File: config.mk
export PLATFORM = sky130hd
export DESIGN_NAME = bfhc_top
export DESIGN_NICKNAME = d
export VERILOG_FILES = /design/src/include/bfhc_pkg.sv /design/src/include/bfhc_cmp_if.sv /design/src/rtl/bfhc_counter.sv /design/src/rtl/bfhc_sync.sv /design/src/rtl/bfhc_top.sv
export SDC_FILE = /design/constraint.sdc
export NUM_CORES = 1
export LEC_CHECK = 0
export BUFFER_PORTS_ARGS = -buffer_cell sky130_fd_sc_hd__buf_2
export CORE_UTILIZATION = 32
export CTS_CLUSTER_DIAMETER = 100
export DETAILED_ROUTE_END_ITERATION = 6
export MAX_ROUTING_LAYER = met4
export PLACE_DENSITY = 0.63
export SETUP_SLACK_MARGIN = 0.5
export SLEW_MARGIN = 20
export SYNTH_ARGS = -nofsm -noshare
export SYNTH_HDL_FRONTEND = slang
export SYNTH_SLANG_ARGS = --single-unit
File: constraint.sdc
create_clock -name core_clk -period 2.3 [get_ports core_clk]
set_input_delay 0 -clock core_clk [delete_from_list [all_inputs] [get_ports core_clk]]
set_output_delay 0 -clock core_clk [all_outputs]
set_load 0.1 [all_outputs]
File: src/include/bfhc_pkg.sv
`default_nettype none
package bfhc_pkg;
   // Event counts before hiccup, per fault kind.
   localparam logic [6:0] OCP_COUNT_LIMIT   = 7'd120;
   localparam logic [6:0] BOOT_OPEN_LIMIT   = 7'd7;
   localparam logic [6:0] BOOT_SHORT_LIMIT  = 7'd120;
   localparam logic [6:0] COUNT_ZERO        = 7'd0;
   // Clock rate and timing figures.
   localparam int         CLK_FREQ_HZ       = 40_000_000;
   localparam int         BLANK_TIME_NS     = 100;
   localparam int         BLANK_CYCLES      = (BLANK_TIME_NS * (CLK_FREQ_HZ / 1_000_000)
                                               + 999) / 1000;
   localparam int         DIODE_QUAL_NS     = 50;
   localparam int         DIODE_QUAL_CYCLES = ((DIODE_QUAL_NS * (CLK_FREQ_HZ / 1_000_000)
                                               + 999) / 1000 > 0) ?
                                              (DIODE_QUAL_NS * (CLK_FREQ_HZ / 1_000_000)
                                               + 999) / 1000 : 1;
   localparam logic [3:0] BLANK_LOAD        = 4'(BLANK_CYCLES);
   localparam logic [3:0] DIODE_LOAD        = 4'(DIODE_QUAL_CYCLES);
   localparam logic [3:0] TIMER_ZERO        = 4'd0;
   // Avalon register word addresses (word index).
   localparam logic [1:0] REG_CONTROL       = 2'd0;
   localparam logic [1:0] REG_STATUS        = 2'd1;
   localparam logic [1:0] REG_COUNTS        = 2'd2;
   localparam logic [1:0] REG_MISC          = 2'd3;
   localparam logic [31:0] CONTROL_RESET    = 32'h0000_0001;
   localparam int         CTRL_ENABLE_BIT   = 0;
   // Soft-start sequencer states.
   typedef enum logic [2:0] {
      SS_DISCHARGE,
      SS_RAMP,
      SS_RUN,
      SS_HICCUP
   } bfhc_ss_t;
endpackage
`default_nettype wire

File: src/include/bfhc_cmp_if.sv
`default_nettype none
// Synchronised comparator levels, passed from the input stage to the core.
interface bfhc_cmp_if;
   logic supplyLow;
   logic peakOver;
   logic compClamp;
   logic bootOpen;
   logic bootShort;
   logic diodeNeg;
   logic diodeShort;
   logic fbOver;
   logic ssAboveEnable;
   logic ssAboveOffset;
   logic ssBelowReset;
   modport src (output supplyLow, peakOver, compClamp, bootOpen, bootShort, diodeNeg,
                diodeShort, fbOver, ssAboveEnable, ssAboveOffset, ssBelowReset);
   modport dst (input supplyLow, peakOver, compClamp, bootOpen, bootShort, diodeNeg,
                diodeShort, fbOver, ssAboveEnable, ssAboveOffset, ssBelowReset);
endinterface
`default_nettype wire

File: src/rtl/bfhc_counter.sv
`default_nettype none
module bfhc_counter
   import bfhc_pkg::*;
(
   input  wire logic       core_clk,   // Oscillator clock.
   input  wire logic       srst,       // Synchronous reset.
   input  wire logic       clear,      // Return count to zero.
   input  wire logic       step,       // Count one event.
   input  wire logic [6:0] limit,      // Terminal count.
   output logic            reached,    // Count has reached limit.
   output logic      [6:0] count       // Present count.
);
   // Saturating event counter; clear has priority so a stale count never carries.
   always_ff @(posedge core_clk) begin
      if (srst || clear) begin
         count <= COUNT_ZERO;
      end else if (step && count < limit) begin
         count <= count + 7'd1;
      end
   end

   assign reached = (count >= limit);
endmodule
`default_nettype wire

File: src/rtl/bfhc_sync.sv
`default_nettype none
module bfhc_sync
   import bfhc_pkg::*;
(
   input  wire logic        core_clk,   // Oscillator clock.
   input  wire logic        srst,       // Synchronous reset.
   input  wire logic [10:0] rawIn,      // Asynchronous comparator outputs.
   bfhc_cmp_if.src          cmp         // Synchronised levels.
);
   logic [10:0] stageA;
   logic [10:0] stageB;

   // Two flops per comparator; only stageB is read downstream.
   genvar i;
   generate
      for (i = 0; i < 11; i++) begin : g_sync
         always_ff @(posedge core_clk) begin
            if (srst) begin
               stageA[i] <= 1'b0;
               stageB[i] <= 1'b0;
            end else begin
               stageA[i] <= rawIn[i];
               stageB[i] <= stageA[i];
            end
         end
      end
   endgenerate

   // Fan the synchronised bits onto named interface signals.
   assign cmp.supplyLow     = stageB[0];
   assign cmp.peakOver      = stageB[1];
   assign cmp.compClamp     = stageB[2];
   assign cmp.bootOpen      = stageB[3];
   assign cmp.bootShort     = stageB[4];
   assign cmp.diodeNeg      = stageB[5];
   assign cmp.diodeShort    = stageB[6];
   assign cmp.fbOver        = stageB[7];
   assign cmp.ssAboveEnable = stageB[8];
   assign cmp.ssAboveOffset = stageB[9];
   assign cmp.ssBelowReset  = stageB[10];
endmodule
`default_nettype wire

File: src/rtl/bfhc_top.sv
// Decided for this implementation: the Avalon-MM slave port and the register addresses.
`default_nettype none
module bfhc_top
   import bfhc_pkg::*;
(
   input  wire logic        core_clk,            // Oscillator clock, 40 MHz.
   input  wire logic        srst,                // Synchronous reset, active high.
   input  wire logic        oscPulse,            // Start-of-cycle pulse, same domain.
   input  wire logic        pwmEnd,              // PWM comparator trip, same domain.
   input  wire logic        supplyLowIn,         // Supply below stop threshold.
   input  wire logic        peakOverIn,          // High-side current above limit.
   input  wire logic        compClampIn,         // Compensation clamped at maximum.
   input  wire logic        bootOpenIn,          // Bootstrap capacitor missing.
   input  wire logic        bootShortIn,         // Bootstrap capacitor shorted.
   input  wire logic        diodeNegIn,          // Switch node below negative level.
   input  wire logic        diodeShortIn,        // Extreme high-side current.
   input  wire logic        fbOverIn,            // Feedback above overvoltage level.
   input  wire logic        ssAboveEnableIn,     // Soft-start above hiccup enable.
   input  wire logic        ssAboveOffsetIn,     // Soft-start above offset.
   input  wire logic        ssBelowResetIn,      // Soft-start at or below reset level.
   input  wire logic  [1:0] avs_address,         // Avalon word address.
   input  wire logic        avs_read,            // Avalon read strobe.
   input  wire logic        avs_write,           // Avalon write strobe.
   input  wire logic [31:0] avs_writedata,       // Avalon write data.
   input  wire logic  [3:0] avs_byteenable,      // Avalon byte enables.
   output logic      [31:0] avs_readdata,        // Avalon read data.
   output logic             avs_waitrequest,     // Avalon wait request.
   output logic             highSideOn,          // High-side gate command.
   output logic             lowSideOn,           // Low-side gate command.
   output logic             compPullLow,         // Compensation fast pull-down.
   output logic             ssSink,              // Small hiccup sink on soft-start.
   output logic             ssSource,            // Soft-start source current.
   output logic             ssDischarge,         // Fast soft-start discharge.
   output logic             powerGoodLow,        // Pull power_good_out low.
   output logic             powerGoodOe          // Output enable of power good pin.
);
   bfhc_cmp_if cmp ();

   logic [6:0] ocCount;
   logic [6:0] bootOpenCount;
   logic [6:0] bootShortCount;
   logic       ocReached;
   logic       bootOpenReached;
   logic       bootShortReached;
   logic       hiccupLatch;
   logic       faultLatch;
   logic       regEnable;
   bfhc_ss_t   ssState;
   logic [3:0] blankTimer;
   logic [3:0] diodeTimer;
   logic       diodeFault;
   logic       peakPrev;
   logic       clampPrev;
   logic       cycleLimited;
   logic       ackPending;
   logic [7:0] hiccupEvents;

   // Comparators pass two flops before anything reads them.
   bfhc_sync u_sync (
      .core_clk (core_clk),
      .srst     (srst),
      .rawIn    ({ssBelowResetIn, ssAboveOffsetIn, ssAboveEnableIn, fbOverIn,
                  diodeShortIn, diodeNegIn, bootShortIn, bootOpenIn,
                  compClampIn, peakOverIn, supplyLowIn}),
      .cmp      (cmp)
   );

   // Qualification and decode terms.
   wire disabled      = cmp.supplyLow || !regEnable;
   wire blanked       = (blankTimer != TIMER_ZERO);
   wire peakTrip      = cmp.peakOver && !blanked && highSideOn;
   wire peakPulse     = cmp.peakOver && !peakPrev && !blanked;
   wire ocEnabled     = cmp.ssAboveEnable && cmp.compClamp;
   wire clampFall     = clampPrev && !cmp.compClamp;
   wire bootOvBlock   = cmp.fbOver;
   wire cycleEdge     = oscPulse;
   wire hiccupTrigger = (ocEnabled && ocReached) || bootOpenReached
                        || (bootShortReached && !bootOvBlock)
                        || diodeFault || cmp.diodeShort;
   wire switchAllowed = (ssState == SS_RUN) && !disabled && !hiccupLatch
                        && !faultLatch && !cmp.fbOver
                        && !cmp.bootOpen && !cmp.bootShort;
   wire regHit        = avs_read || avs_write;
   // A write lands on the edge where the master sees waitrequest low, not when taken.
   wire ctrlWrite     = avs_write && ackPending && (avs_address == REG_CONTROL)
                        && avs_byteenable[0];

   // Overcurrent event counter: gated by level, cleared when the clamp drops.
   bfhc_counter u_oc_count (
      .core_clk (core_clk),
      .srst     (srst),
      .clear    (!cmp.ssAboveEnable || clampFall || hiccupLatch || disabled),
      .step     (ocEnabled && peakPulse),
      .limit    (OCP_COUNT_LIMIT),
      .reached  (ocReached),
      .count    (ocCount)
   );

   // Bootstrap counters count switching cycles that show the fault.
   bfhc_counter u_boot_open (
      .core_clk (core_clk),
      .srst     (srst),
      .clear    (!cmp.bootOpen || hiccupLatch || disabled),
      .step     (cycleEdge && cmp.bootOpen),
      .limit    (BOOT_OPEN_LIMIT),
      .reached  (bootOpenReached),
      .count    (bootOpenCount)
   );

   bfhc_counter u_boot_short (
      .core_clk (core_clk),
      .srst     (srst),
      .clear    (!cmp.bootShort || hiccupLatch || disabled),
      .step     (cycleEdge && cmp.bootShort),
      .limit    (BOOT_SHORT_LIMIT),
      .reached  (bootShortReached),
      .count    (bootShortCount)
   );

   // Edge history for the comparator pulses.
   always_ff @(posedge core_clk) begin
      if (srst) begin
         peakPrev  <= 1'b0;
         clampPrev <= 1'b0;
      end else begin
         peakPrev  <= cmp.peakOver;
         clampPrev <= cmp.compClamp;
      end
   end

   // Negative switch-node qualification; a glitch shorter than the window is ignored.
   always_ff @(posedge core_clk) begin
      if (srst || !cmp.diodeNeg || hiccupLatch) begin
         diodeTimer <= DIODE_LOAD;
         diodeFault <= 1'b0;
      end else if (diodeTimer != TIMER_ZERO) begin
         diodeTimer <= diodeTimer - 4'd1;
      end else begin
         diodeFault <= 1'b1;
      end
   end

   // Soft-start sequencer; the hiccup latch uses the soft-start pin as retry timer.
   always_ff @(posedge core_clk) begin
      if (srst) begin
         ssState     <= SS_DISCHARGE;
         hiccupLatch <= 1'b0;
         faultLatch  <= 1'b1;
      end else begin
         case (ssState)
            SS_DISCHARGE: begin
               faultLatch <= 1'b1;
               if (!disabled && cmp.ssBelowReset) begin
                  faultLatch <= 1'b0;
                  ssState    <= SS_RAMP;
               end
            end
            SS_RAMP: begin
               if (disabled) begin
                  ssState <= SS_DISCHARGE;
               end else if (hiccupTrigger) begin
                  hiccupLatch <= 1'b1;
                  ssState     <= SS_HICCUP;
               end else if (cmp.ssAboveOffset) begin
                  ssState <= SS_RUN;
               end
            end
            SS_RUN: begin
               if (disabled) begin
                  ssState <= SS_DISCHARGE;
               end else if (hiccupTrigger) begin
                  hiccupLatch <= 1'b1;
                  ssState     <= SS_HICCUP;
               end
            end
            SS_HICCUP: begin
               if (disabled) begin
                  hiccupLatch <= 1'b0;
                  ssState     <= SS_DISCHARGE;
               end else if (cmp.ssBelowReset) begin
                  hiccupLatch <= 1'b0;
                  ssState     <= SS_RAMP;
               end
            end
            default: begin
               ssState <= SS_DISCHARGE;
            end
         endcase
      end
   end

   // High-side gate: set by the oscillator, reset-dominant on any trip.
   always_ff @(posedge core_clk) begin
      if (srst) begin
         highSideOn   <= 1'b0;
         blankTimer   <= TIMER_ZERO;
         cycleLimited <= 1'b0;
      end else if (!switchAllowed || peakTrip || pwmEnd) begin
         highSideOn   <= 1'b0;
         cycleLimited <= peakTrip ? 1'b1 : cycleLimited;
         blankTimer   <= TIMER_ZERO;
      end else if (oscPulse) begin
         highSideOn   <= 1'b1;
         cycleLimited <= 1'b0;
         blankTimer   <= BLANK_LOAD;
      end else if (blankTimer != TIMER_ZERO) begin
         blankTimer <= blankTimer - 4'd1;
      end
   end

   // Low side follows the off-time and stays live in overvoltage so it can sink.
   always_ff @(posedge core_clk) begin
      if (srst) begin
         lowSideOn <= 1'b0;
      end else begin
         lowSideOn <= !disabled && !hiccupLatch && !highSideOn && !oscPulse
                      && (switchAllowed || cmp.fbOver);
      end
   end

   // Analog control outputs, all registered.
   always_ff @(posedge core_clk) begin
      if (srst) begin
         compPullLow  <= 1'b1;
         ssSink       <= 1'b0;
         ssSource     <= 1'b0;
         ssDischarge  <= 1'b1;
         powerGoodLow <= 1'b1;
         powerGoodOe  <= 1'b1;
      end else begin
         compPullLow  <= hiccupLatch || (ssState == SS_DISCHARGE);
         ssSink       <= hiccupLatch;
         ssSource     <= (ssState == SS_RAMP) || (ssState == SS_RUN);
         ssDischarge  <= (ssState == SS_DISCHARGE);
         powerGoodLow <= cmp.fbOver || disabled;
         powerGoodOe  <= cmp.fbOver || disabled;
      end
   end

   // Count of hiccup entries, readable for diagnostics; wraps.
   always_ff @(posedge core_clk) begin
      if (srst) begin
         hiccupEvents <= 8'h00;
      end else if (ssState != SS_HICCUP && hiccupTrigger && !disabled
                   && (ssState == SS_RUN || ssState == SS_RAMP)) begin
         hiccupEvents <= hiccupEvents + 8'h01;
      end
   end

   // Control register: bit 0 enables the regulator.
   always_ff @(posedge core_clk) begin
      if (srst) begin
         regEnable <= CONTROL_RESET[CTRL_ENABLE_BIT];
      end else if (ctrlWrite) begin
         regEnable <= avs_writedata[CTRL_ENABLE_BIT];
      end
   end

   // Avalon slave: one wait cycle, then an acknowledge cycle with data.
   wire [31:0] readMux =
      (avs_address == REG_CONTROL) ? {31'h0000_0000, regEnable} :
      (avs_address == REG_STATUS)  ? {22'h00_0000, cycleLimited, diodeFault,
                                      bootShortReached, bootOpenReached, ocReached,
                                      faultLatch, hiccupLatch, cmp.fbOver,
                                      cmp.supplyLow, highSideOn} :
      (avs_address == REG_COUNTS)  ? {9'h000, bootShortCount, 1'b0, bootOpenCount,
                                      1'b0, ocCount} :
                                     {24'h00_0000, hiccupEvents};

   always_ff @(posedge core_clk) begin
      if (srst) begin
         ackPending      <= 1'b0;
         avs_waitrequest <= 1'b1;
         avs_readdata    <= 32'h0000_0000;
      end else if (regHit && !ackPending) begin
         ackPending      <= 1'b1;
         avs_waitrequest <= 1'b0;
         avs_readdata    <= avs_read ? readMux : 32'h0000_0000;
      end else begin
         ackPending      <= 1'b0;
         avs_waitrequest <= 1'b1;
      end
   end
endmodule
`default_nettype wire

Yosys cells after proc, flatten, opt, wreduce, memory -nomap -nowiden
Cells that the tools add are included.

Word-level logic and storage cells: 183. Output and inout port bits: 41. Input port bits: 55. Register bits after elaboration: 110.

Muxes and demuxes: 26. Add/subtract/negate cells: 6. Reduce and logical (&&, ||, !) cells: 85. Magnitude comparators: 6. Equal/unequal tests: 13.

Operator list (count): $mux W23 (4); $logic_and A1 B1 Y1 (32); $mux W3 (10); $logic_or A1 B1 Y1 (24); $add A7 B1 Y7 const B (3); $logic_not A1 Y1 (16); $ge A7 B7 Y1 const B (2); $lt A7 B7 Y1 const B (2); $pmux W3 S4 (1); $mux W1 (10); $add A8 B1 Y8 const B (1); $reduce_and A4 Y1 (2); $reduce_bool A4 Y1 (2); $sub A4 B1 Y4 const B (2); $ge A7 B3 Y1 const B (1); $lt A7 B3 Y1 const B (1); $eq A3 B2 Y1 const B (2); $ne A2 B2 Y1 const B (3); $ne A3 B2 Y1 const B (2); $reduce_bool A2 Y1 (3); $ne A4 B3 Y1 const B (1); $reduce_or A2 Y1 (2); $eq A3 B1 Y1 const B (1); $logic_not A3 Y1 (1); 8 further kinds (8).

Depth between registers and ports, before layout
Word-level depth: 14. Depth in mapped cells: 8. Gate-level depth less buffers: 7.

Modules after synthesis
A second synthesis with hierarchy kept.

Cell total of the unflattened synthesis: 537. Area, all modules: 5023.6 µm².

By module, submodules not included: bfhc_top (area an instance 2656.3 µm², sequential area each 1121.1 µm², cells an instance 293, times used 1); bfhc_counter (area an instance 575.6 µm², sequential area each 140.1 µm², cells an instance 66, times used 3); bfhc_sync (area an instance 640.6 µm², sequential area each 440.4 µm², cells an instance 46, times used 1).

Least setup slack after synthesis
No wires, ideal clock.

Kind: reg-to-reg. From: register ssState[1]. To: register hiccupEvents[6]. Arrival: 1671 ps. Path slack: 559 ps. Period minus slack after synthesis: 1741 ps. Setup time: 70 ps. Cell stages (with the launch flop): 8. Data required time: 2230 ps. Buffers on the path: 0. Cell sequence: dfxtp_1 > inv_1 > ha_1 > inv_1 > nor3_1 > o21ai_2 > or4_1 > a21oi_1.

Word-level cells in the longest chain between the ends: 4. Elaborated cells between the ends (all ways): 7. Classes of those cells: eq/ne (3); reduce/logical (4).

Ends and longest elaborated chain: from (decl) (RTL line bfhc_top.sv:48) `bfhc_ss_t ssState;`; from (signal assigned) (RTL line bfhc_top.sv:146) `ssState <= SS_DISCHARGE;`; from (signal assigned) (RTL line bfhc_top.sv:155) `ssState <= SS_RAMP;`; from (signal assigned) (RTL line bfhc_top.sv:160) `ssState <= SS_DISCHARGE;`; $ne A3 B2 Y1 (RTL line bfhc_top.sv:244) `end else if (ssState != SS_HICCUP && hiccupTrigger && !disabled`; $logic_and A1 B1 Y1 (2 in series) (RTL line bfhc_top.sv:244); $logic_and A1 B1 Y1 * (RTL line bfhc_top.sv:245) `&& (ssState == SS_RUN || ssState == SS_RAMP)) begin`; to (signal assigned) (RTL line bfhc_top.sv:246) `hiccupEvents <= hiccupEvents + 8'h01;`; to (decl) (RTL line bfhc_top.sv:56) `logic [7:0] hiccupEvents;`.

Mark *: on every way between the ends. The rest lies on a longest branch, timed or not. A chain may end at the register's enable or synchronous reset.

Worst setup path after layout
From: register ssState[0]. To: register hiccupEvents[7].

The elaborated chain is that of the path after synthesis.

==> reports/results.ini <==
[outcome]
status = finished clean

[pwr]
swShare_pct = 26.44
p_int_uw = 2722
leakagePower_uw = 0.002067
seqPwrFrac_pct = 48.0
combPwrFrac_pct = 10.8
switching_power_uw = 978.2
ir_worst_vdd_mv = 0.3506
p_clk_share_pct = 41.2
cellPowerDensity_nw_per_um2 = 734.0

[clock_network]
clock-sinks = 99
cts.clk_slew.worst_paths_ns = 0.07
h-tree-depth = 3
clock-root-buffer = clkbuf_16
tritoncts = built
clock_path_buffers = 2
numCtsBuffers = 9
clkLatencyLatePin_ns = 0.36

[sta]
setup_violations = 0
tns_ns = 0
rsz0062_at_grt = yes
clock_skew_ns = 0.007414
fin_crit_ns = 1.796
slew_violations = 0
relSlewSlack_pct = 65.96
hold_viol_final = 0
finalCritPeriodShare_pct = 78.08
max_freq_mhz = 556.9
worstMarginPinSlew_ns = 0.5107

[cells_and_area]
fin_nets = 568
fillers = 1173
area_growth_pct = 27.46
multi_input_area_um2 = 1941
stdcell_area_um2 = 5041
n_antenna_cell = 0
register_area_um2 = 1991
drive_gt1_share_pct = 23.17

[synthesis]
synth_area_leaders = dfxtp_1, nor2b_1, nor2_1, ha_1, a22o_1
yosysTopAreaCellShare_pct = 50.11
synth_area_leader_cell = dfxtp_1
synth_edf_count = 0
async_flop_share_pct = 0
synthCells = 417
yosysWarningCount = 0
avgSynthCellArea_um2 = 9.485
synth.top_cells.by_count = dfxtp_1, nor2_1, nor2b_1
yosys.cell_types.count = 50
yosys.cell_count.top_type = dfxtp_1
ys_seq_area_share_pct = 50.11
synth-seq-cells = 99
synth_top_flop_cell = dfxtp_1
syn-cell-area_um2 = 3955

[place]
hpwl_um = 6007
postPlaceCellArea_um2 = 4344
gp_congestion = 0.7918
port_buffers = 51

[grt]
antenna_found_initial = 0
track_usage_pct = 14.58
gr-total-overflow = 0
grt_pass1_wl_um = 14190
grt_pass1_vias = 2992
grt_max_degree = 28

[detailed_routing]
drtPass1Iterations = 5
wl_per_cell_um = 13.41
vias_per_cell = 4.816
drtIter0Drc = 205
ant_nets = 0
routed_wl_um = 8741
drc = 0
vias = 3140

[die]
io_pins = 96
start_util_pct = 32.93
dieArea_um2 = 12810
fp.dieW_um = 113.2
die_h_um = 113.2
fp-row-count = 40
core_um2 = 12010

[setup_path]
crit_path_end_kind = flop
rr_worst_depth = 7
critPathKind = reg -> reg
crit_arrival_ns = 2.08
startpoint_type = flop
crit_required_ns = 2.58
cp_max_fo = 6

[min_path]
whs_path_depth = 4
hold_class = in -> reg

[run]
drv_cap = 0

==> kinds of logic after synthesis <==
kind of cell             count (synthesis)  share of synthesized area, %
buffers and inverters                   39                         4.777
adder cells (fa/ha/maj)                 13                         4.113
other                                    1                       0.09482
multiplexers                            13                         3.796
AND/OR/NAND/NOR                        166                         21.61
AO/OA/AOI/OAI                           72                         12.40
flip-flops                              99                         50.11
XOR/XNOR                                14                         3.100
==> per-stage QoR <==
stage          setup slack (ns)  hold WS (ns)  total power (µW)  utilization [%]  std cells
2_1_floorplan            0.5590        0.1256              2095                -        426
3_3_place_gp             0.3520        0.2151              2144            36.17        607
3_5_place_dp             0.2727        0.2148              2152            36.17        607
4_1_cts                  0.4714      0.001476              3706            40.99        646
5_1_grt                  0.4472       0.03141              3832            41.97        652
6_report                 0.5042       0.01124              3700            41.97        652
==> critical path: stages, from the launching register on <==
cell and delay (ns):
dfxtp_4 0.37, inv_4 0.05, ha_4 0.28, inv_4 0.04, nor3_4 0.22, o21ai_4 0.13, or4_1 0.50, a21oi_1 0.14
==> flip-flops by register name, summed over array words and instances, names as in the netlist, 2 cells and up <==
name / flops
diodeTimer: 4
blankTimer: 4
avs_readdata: 22
u_boot_open.count: 7
ssState: 2
u_oc_count.count: 7
u_boot_short.count: 7
u_sync.stageA: 11
hiccupEvents: 8
==> worst paths after layout <==
path                             startpoint                            to  slack, ns
min                       avs_byteenable[0]        regEnable$_SDFFE_PP1P_       0.01
max reg2reg         ssState[0]$_SDFFE_PP0P_  hiccupEvents[7]$_SDFFE_PP0P_       0.50
max                 ssState[0]$_SDFFE_PP0P_  hiccupEvents[7]$_SDFFE_PP0P_       0.50
min reg2reg  u_sync.cmp.diodeNeg$_SDFF_PP0_    diodeTimer[1]$_SDFFE_PP1P_       0.39
==> cell usage in the layout, fill, tap and decap left out, drive strengths merged, types with 10 or more instances in the layout <==
master	Yosys	final
o21ai	18	19
nor2	46	46
nand4	10	10
nand2	29	29
conb	1	10
dlygate4sd3	0	14
a22o	13	13
a21oi	18	18
inv	16	18
buf	15	71
ha	13	13
nor2b	30	30
dfxtp	99	99
==> power by group through the flow <==
| stage | clock network, µW | logic, µW | registers (µW) |
|---|---|---|---|
| 3_5_place_dp | 0 | 339 | 1810 |
| 3_3_place_gp | 0 | 333 | 1810 |
| 5_1_grt | 1620 | 429 | 1780 |
| 2_1_floorplan | 0 | 216 | 1880 |
| 4_1_cts | 1560 | 374 | 1770 |
| 6_report | 1520 | 401 | 1780 |
==> layer usage <==
layer  share of wire [%]  track usage (%)  vias up  routed length (µm)
li1                    -                -     1589                   -
met1                  48            18.45     1456                4218
met2                  45            22.04       78                3911
met3                 5.3            3.856       17                 464
met4                 1.7            5.965        0                 147
met5                   0                -        -                   0
==> what timing repair did <==
action | 4_1_cts | 5_1_grt
gates cloned | 1 | 0
hold endpoints to repair | 15 | 0
buffers inserted | 8 | 6
gates resized for setup | 11 | 21
setup endpoints to repair | 12 | 14
pin swaps | 3 | 16
hold buffers | 14 | 0
==> final cells by class <==
type                    count  area share [%]
clock buffers               9           4.468
clock inverters             7           1.514
inverters                  16           1.340
multi-input cells         289           38.50
flip-flops and latches     99           39.49
well taps                 147           3.649
repair buffers             85           11.04
Note: power is estimated with default switching activity, not from simulation.
